`config.mk`:
```
export PLATFORM = sky130hd
export DESIGN_NAME = iodr_port
export DESIGN_NICKNAME = d
export VERILOG_FILES = /design/src/verilog/iodr_pkg.sv /design/src/verilog/iodr_port.sv /design/src/verilog/iodr_group.sv
export SDC_FILE = /design/constraint.sdc
export NUM_CORES = 1
export LEC_CHECK = 0
export BUFFER_PORTS_ARGS = -buffer_cell sky130_fd_sc_hd__buf_2
export CAP_MARGIN = 20
export CORE_UTILIZATION = 49
export CTS_BUF_LIST = sky130_fd_sc_hd__clkbuf_4
export DETAILED_ROUTE_END_ITERATION = 10
export PLACE_DENSITY = 0.67
export SYNTH_ARGS = -nofsm -noshare
export SYNTH_HDL_FRONTEND = slang
export SYNTH_SLANG_ARGS = --single-unit
export TNS_END_PERCENT = 30
```
`constraint.sdc`:
```
create_clock -name clk -period 2.9 [get_ports clk]
set_input_delay 0.145 -clock clk [delete_from_list [all_inputs] [get_ports clk]]
set_output_delay 0.145 -clock clk [all_outputs]
set_load 0.02 [all_outputs]
```
`src/verilog/iodr_pkg.sv`:
```
// Package: register map, reset values and bus carrier for the I/O port block
package iodr_pkg;
	localparam int IODR_DATA_W = 32;
	localparam int IODR_ADDR_W = 12;
	localparam logic [11:0] IODR_GROUP_STRIDE = 12'h080;
	localparam logic [6:0] IODR_OFS_DIR = 7'h00;
	localparam logic [6:0] IODR_OFS_DIR_CLR = 7'h04;
	localparam logic [6:0] IODR_OFS_DIR_SET = 7'h08;
	localparam logic [6:0] IODR_OFS_DIRFLIP = 7'h0c;
	localparam logic [6:0] IODR_OFS_LVL = 7'h10;
	localparam logic [6:0] IODR_OFS_LVLCLR = 7'h14;
	localparam logic [6:0] IODR_OFS_LVLSET = 7'h18;
	localparam logic [6:0] IODR_OFS_LVLFLIP = 7'h1c;
	localparam logic [6:0] IODR_OFS_PULL_ENA = 7'h20;
	localparam logic [31:0] IODR_RST_WORD = 32'h0000_0000;

	// One register access from software
	typedef struct packed {
		logic wr;
		logic rd;
		logic [11:0] addr;
		logic [31:0] wdata;
	} iodr_req_s;

	// Pin drive state of one group
	typedef struct packed {
		logic [31:0] out;
		logic [31:0] oe;
		logic [31:0] pull_en;
		logic [31:0] pull_up;
	} iodr_pin_s;
endpackage

```
`src/verilog/iodr_port.sv`:
```
// I/O port top: register slave over a plain port and pin drive for N groups
`timescale 1ns/1ns
module iodr_port
	import iodr_pkg::*;
#(
	parameter int GROUPS = 2,
	parameter int PINS = 32
) (
	input wire logic clk,
	input wire logic srst,
	input wire logic [11:0] addr,
	input wire logic [31:0] wdata,
	input wire logic wr,
	input wire logic rd,
	output logic [31:0] rdata,
	output iodr_pin_s [GROUPS-1:0] pins
);
	initial begin
		if (GROUPS < 1 || GROUPS > 32)
			$error("GROUPS must be 1..32");
	end

	logic [31:0] dir_w [GROUPS];
	logic [31:0] lvl_w [GROUPS];
	logic [31:0] pen_w [GROUPS];
	logic [4:0] grp;
	logic [6:0] ofs;

	// Group index from the 0x80 stride, offset inside the group
	assign grp = addr[11:7];
	assign ofs = addr[6:0];

	// Reading a register needs the group's state and the word offset
	function automatic logic [31:0] reg_read(input logic [6:0] o,
		input logic [31:0] d, input logic [31:0] l, input logic [31:0] p);
		logic [31:0] r;
		r = 32'h0;
		if (o[1:0] == 2'h0) begin
			if (o[6:4] == 3'h0)
				r = d;
			else if (o[6:4] == 3'h1)
				r = l;
			else if (o == IODR_OFS_PULL_ENA)
				r = p;
		end
		return r;
	endfunction

	for (genvar g = 0; g < GROUPS; g++) begin : gen_grp
		logic gwr;
		// Misaligned writes are dropped rather than aliased
		assign gwr = wr && grp == 5'(g) && ofs[1:0] == 2'h0;
		iodr_group #(.PINS(PINS)) u_grp (
			.clk(clk),
			.srst(srst),
			.wr(gwr),
			.ofs(ofs),
			.wdata(wdata),
			.dir_q(dir_w[g]),
			.lvl_q(lvl_w[g]),
			.pull_ena_q(pen_w[g])
		);
		// Pin drive from direction, level and pull enable
		always_ff @(posedge clk) begin
			if (srst) begin
				pins[g] <= '0;
			end else begin
				pins[g].oe <= dir_w[g];
				pins[g].out <= lvl_w[g] & dir_w[g];
				pins[g].pull_en <= pen_w[g] & ~dir_w[g];
				pins[g].pull_up <= lvl_w[g] & pen_w[g] & ~dir_w[g];
			end
		end
	end

	// Read data one cycle after the strobe, zero otherwise or unmapped
	always_ff @(posedge clk) begin
		if (srst) begin
			rdata <= IODR_RST_WORD;
		end else begin
			rdata <= 32'h0;
			for (int g = 0; g < GROUPS; g++) begin
				if (rd && grp == 5'(g))
					rdata <= reg_read(ofs, dir_w[g], lvl_w[g], pen_w[g]);
			end
		end
	end

	a_read_dir: assert property (@(posedge clk) disable iff (srst)
		rd && grp == 5'h0 && ofs == IODR_OFS_DIRFLIP
		|=> rdata == dir_w[0]) else $error("flip alias read wrong");
	a_pin_drive: assert property (@(posedge clk) disable iff (srst)
		##1 pins[0].out == ($past(lvl_w[0]) & $past(dir_w[0])))
		else $error("pin drive wrong");
	a_pull_dir: assert property (@(posedge clk) disable iff (srst)
		##1 pins[0].pull_up == ($past(lvl_w[0]) & $past(pen_w[0])
		& ~$past(dir_w[0]))) else $error("pull direction wrong");
	c_read_lvl: cover property (@(posedge clk)
		rd && ofs == IODR_OFS_LVLCLR);
	c_group1: cover property (@(posedge clk) wr && grp == 5'h1);
endmodule

```
`src/verilog/iodr_group.sv`:
```
// One pin group: direction and drive level state with set/clear/flip aliases
`timescale 1ns/1ns
module iodr_group
	import iodr_pkg::*;
#(
	parameter int PINS = 32
) (
	input wire logic clk,
	input wire logic srst,
	input wire logic wr,
	input wire logic [6:0] ofs,
	input wire logic [31:0] wdata,
	output logic [31:0] dir_q,
	output logic [31:0] lvl_q,
	output logic [31:0] pull_ena_q
);
	initial begin
		if (PINS < 1 || PINS > 32)
			$error("PINS must be 1..32");
	end

	localparam logic [31:0] PIN_MASK = 32'hffff_ffff >> (32 - PINS);

	// Apply a plain, clear, set or flip write; in the clear, set and flip aliases zero bits keep their value
	function automatic logic [31:0] upd(input logic [31:0] cur,
		input logic [1:0] op, input logic [31:0] w);
		logic [31:0] r;
		r = cur;
		unique case (op)
			2'h0: r = w;
			2'h1: r = cur & ~w;
			2'h2: r = cur | w;
			2'h3: r = cur ^ w;
		endcase
		return r & PIN_MASK;
	endfunction

	// Direction vector: one state behind all four addresses
	always_ff @(posedge clk) begin
		if (srst)
			dir_q <= IODR_RST_WORD;
		else if (wr && ofs[6:4] == 3'h0)
			dir_q <= upd(dir_q, ofs[3:2], wdata);
	end

	// Drive level vector: one state behind all four addresses
	always_ff @(posedge clk) begin
		if (srst)
			lvl_q <= IODR_RST_WORD;
		else if (wr && ofs[6:4] == 3'h1)
			lvl_q <= upd(lvl_q, ofs[3:2], wdata);
	end

	// Pull enable, kept beside the level so it can pick pull direction
	always_ff @(posedge clk) begin
		if (srst)
			pull_ena_q <= IODR_RST_WORD;
		else if (wr && ofs == IODR_OFS_PULL_ENA)
			pull_ena_q <= wdata & PIN_MASK;
	end

	a_flip_dir: assert property (@(posedge clk) disable iff (srst)
		wr && ofs == IODR_OFS_DIRFLIP |=> dir_q == ($past(dir_q)
		^ ($past(wdata) & PIN_MASK))) else $error("dir flip wrong");
	a_clr_lvl: assert property (@(posedge clk) disable iff (srst)
		wr && ofs == IODR_OFS_LVLCLR |=> lvl_q == ($past(lvl_q)
		& ~$past(wdata))) else $error("level clear wrong");
	a_flip_lvl: assert property (@(posedge clk) disable iff (srst)
		wr && ofs == IODR_OFS_LVLFLIP |=> lvl_q == ($past(lvl_q)
		^ ($past(wdata) & PIN_MASK))) else $error("level flip wrong");
	a_set_dir: assert property (@(posedge clk) disable iff (srst)
		wr && ofs == IODR_OFS_DIR_SET |=> dir_q == ($past(dir_q)
		| ($past(wdata) & PIN_MASK))) else $error("dir set wrong");
	a_clr_dir: assert property (@(posedge clk) disable iff (srst)
		wr && ofs == IODR_OFS_DIR_CLR |=> dir_q == ($past(dir_q)
		& ~$past(wdata))) else $error("dir clear wrong");
	a_set_lvl: assert property (@(posedge clk) disable iff (srst)
		wr && ofs == IODR_OFS_LVLSET |=> lvl_q == ($past(lvl_q)
		| ($past(wdata) & PIN_MASK))) else $error("level set wrong");
	a_dir_hold: assert property (@(posedge clk) disable iff (srst)
		!(wr && ofs[6:4] == 3'h0) |=> $stable(dir_q))
		else $error("dir moved without write");
	a_lvl_hold: assert property (@(posedge clk) disable iff (srst)
		!(wr && ofs[6:4] == 3'h1) |=> $stable(lvl_q))
		else $error("level moved without write");
	c_dir_flip: cover property (@(posedge clk)
		wr && ofs == IODR_OFS_DIRFLIP && wdata != 32'h0);
	c_lvl_clr: cover property (@(posedge clk)
		wr && ofs == IODR_OFS_LVLCLR && lvl_q != 32'h0);
	c_lvl_flip: cover property (@(posedge clk)
		wr && ofs == IODR_OFS_LVLFLIP && wdata != 32'h0);
endmodule

```
==> impl_results.md <==
- Lkg Pwr: between 0.01 and 0.015 uW
- Number of port buffers: 335
- Critical Path, Cell by Cell: dlygate4sd3_1, buf_2, nor4_4, buf_12, and3_1, dlygate4sd3_1, nand2_1, dlygate4sd3_1, a31oi_1, dlygate4sd3_1
- Slew headroom: approximately a third
- Clock share of power: 42.5%
- Slew Viols, Final: 0
- DRT Pass-1 Iters: 5
- Starting DRT DRC Count: 1,305
- CP max-delay cell: dlygate4sd3_1
- Distinct cells, synth: 34
- Worst-margin pin slew: ~1 ns
- Tot GR Track Use: 26.6%
- Core area: 45,800 sq um
- Hold path start: addr[10]
- Max Cap Viol: 0
- Die W: 218 um
- Switching Share: 25.5%
- CTS tree: built
- # fillers: approximately 3,900
- CTS Buffer Depth: 3
- DR vias: between 15,000 and 20,000
- Worst Skew: approximately 0.07 ns
- Synth Instances: 2,370
- Worst-path clk slew: 0.07 ns
- Synth area leaders: dfxtp_1 (42%), ha_1 (14%), mux4_2 (9.3%), a211oi_1 (4.2%), nor2_1 (4.2%)
- FFs w/ async S/R, synth: 0%
- R2r setup slk: approximately 0.66 ns
- EDFF count, synth: 0
- VDD IR-drop max: roughly 0.00037 V
- CP Launch Type: input port
- Syn Nets: between 2,000 and 3,000
- First-pass GRT wire length: just over 100,000 um
- Total gr overflow: 0
- Die Y: 218 um
- Share of the synthesized area in the top cell type: 41.9%
- Mapped Area: 23,000 sq um
- Most common cell after layout, fill and taps aside: dfxtp_1
- R2r startpoint: gen_grp[0].u_grp.dir_q[30]$_SDFFE_PP0P_
- Drt total wl: approximately 64,000 um
- DIE AREA: around 48,000 sq um
- Pre-CTS setup slack: approximately 0.63 ns
- Starting Density: about 50%
- Crit Reg-Reg Endpoint: rdata[30]$_SDFF_PP0_
- Routed Antenna Nets: 0
- Worst path max stage delay: 0.61 ns
- Worst reg2reg path depth: 6
- Root Buffer: clkbuf_4
- Average vias per placed instance: roughly 5.6
- Wire length per cell: 18.6 um
- PD cells: about 480 nW/um^2
- Critical path capture point type: register
- Placer Congestion: about 0.85
- Area leader, netlist: dfxtp_1
- Vias in the first global route: 19,000
- Ports: 336
- Nets: 3,069
- Sequential cell area fraction in the yosys report: 41.9%
- Part of the power in registers: between 50% and 60%
- Largest net degree at the start of global routing: 202
- Synthesis-to-finish area growth: 19.4%
- RSZ-0062 raised after global routing: no
- Status: finished clean
- Setup TNS: 0 ns
- Commonest non-fill, non-tap cells in the layout: dfxtp_1 (480), buf_2 (332), nor2_1 (256), ha_1 (256), inv_1 (224)
- Htree depth: 3
- Hold WC Path Type: input port to register
- Hold depth: 5
- Hold Path End: gen_grp[0].u_grp.dir_q[30]$_SDFFE_PP0P_
- Syn_area_per_cell: 9.68 sq um
- Rows: 78
- FMAX: 360 MHz
- Worst setup margin: 0.121 ns
- Yosys reg bits: 480
- NetSw: 3350 uW
- Combinational share of power: 7.3%
- Synth warn: 0
- Post-detail-place hpwl: between 40,000 and 50,000 um
- Crit-path most repeated cell: dlygate4sd3_1
- Tmin final: 2.78 ns
- Req. time, crit path: 3.68 ns
- Cts repair resizes: 0
- CTS Buf Count: 121
- Final worst-path cycle share: 95.8%
- DRC viols: 0
- Ys flop type: dfxtp_1
- Crit path max fanout: 11
- Clock latency on the worst-skew pair: 0.92 ns
- Internal power: 9790 uW
- Final setup vio count: 0
- Critical path origin: addr[8]
- Critical path class: input port to register
- Share of layout cells above drive strength 1: 23.1%
- Clock sinks: between 400 and 500
- Initial antenna violation count: 2
- WP data arrival: about 3.6 ns
- Final Hold Fails: 0
==> worst max-delay path, delay by kind of cell <==
kind | cells | cell delay, ns
buf+inv | 6 | 2.58
simple gates | 3 | 0.60
compound gates | 1 | 0.20
==> through the flow <==
stage          total power (uW)  cells  util [%]  area (sq um)  hold WS (ns)
3_3_place_gp               7600   3172      55.1         25200         0.460
3_5_place_dp               7640   3172      55.1         25200         0.466
4_1_cts                   13300   3450      59.9         27400        0.0181
5_1_grt                   13700   3450      59.9         27400        0.0792
2_1_floorplan              7380   2370         -         23000         0.297
6_report                  13100   3450      59.9         27400        0.0221
==> layout make-up <==
| cell class | instances | area, sq um | area share, % |
|---|---|---|---|
| antenna | 1 | 2.50 | 0.00913 |
| clock buffer | 158 | 1190 | 4.33 |
| clock inverter | 49 | 293 | 1.07 |
| inverter | 225 | 845 | 3.08 |
| multi-input combinational | 1496 | 11800 | 43.0 |
| sequential | 480 | 9610 | 35.1 |
| tap | 600 | 751 | 2.74 |
| timing repair buffer | 441 | 2920 | 10.7 |
==> worst max-delay path by stage <==
stage	slack [ns]	endpoint
after floorplan	1.19	rdata[10]$_SDFF_PP0_
after global placement	0.66	rdata[27]$_SDFF_PP0_
after detailed placement	0.63	rdata[17]$_SDFF_PP0_
after CTS	0.12	gen_grp[0].u_grp.dir_q[25]$_SDFFE_PP0P_
after global routing	0.10	rdata[30]$_SDFF_PP0_
final	0.12	rdata[30]$_SDFF_PP0_
==> state kept, by name, summed over array words and instances, names as in the netlist <==
name,count
rdata,32
gen_grp.u_grp.dir_q,64
pins,256
gen_grp.u_grp.lvl_q,64
gen_grp.u_grp.pull_ena_q,64
==> power by group through the flow <==
| stage | Sequential, uW | Clock (uW) | Combinational [uW] |
|---|---|---|---|
| after global placement | 6740 | 0 | 860 |
| final | 6590 | 5580 | 960 |
| after CTS | 6590 | 5730 | 955 |
| after floorplan | 6740 | 0 | 642 |
| after detailed placement | 6740 | 0 | 895 |
| after global routing | 6590 | 6090 | 1060 |
==> timing repair <==
| action | in CTS | in global routing |
|---|---|---|
| hold buffers | 71 | 0 |
| setup buffers | 0 | 0 |
| setup endpoints to repair | 0 | 2 |
| hold endpoints to repair | 342 | 0 |
==> cells by family (layout without fill, tap and decap cells) <==
| logic type | after synthesis | after routing | share of synthesized area (%) |
|---|---|---|---|
| AOI/OAI and AO/OA | 483 | 483 | 12.5 |
| adders and majority gates | 256 | 256 | 14.0 |
| buffers and inverters | 394 | 873 | 6.92 |
| DFF | 480 | 480 | 41.9 |
| muxes | 159 | 159 | 12.1 |
| other | 0 | 1 | 0 |
| and+or+nand+nor | 598 | 598 | 12.7 |
==> cells in the mapped netlist (65+ instances only) <==
library cell  instances
dfxtp_1             480
ha_1                256
nor2_1              256
inv_1               225
a21oi_1             191
o21ai_0             129
a211oi_1            128
clkbuf_1             99
mux4_2               95
nand2_1              67
and2_1               66
nor3_1               65
nor3b_1              65
==> metal layers <==
| metal | GRT usage [%] | up-vias | routed length, um |
|---|---|---|---|
| li1 | - | 9026 | - |
| met1 | 34.0 | 9293 | 27300 |
| met2 | 43.1 | 700 | 30400 |
| met3 | 5.04 | 140 | 4110 |
| met4 | 13.0 | 2 | 2210 |
| met5 | 0 | - | 13 |
(Power assumes the default switching activity.)
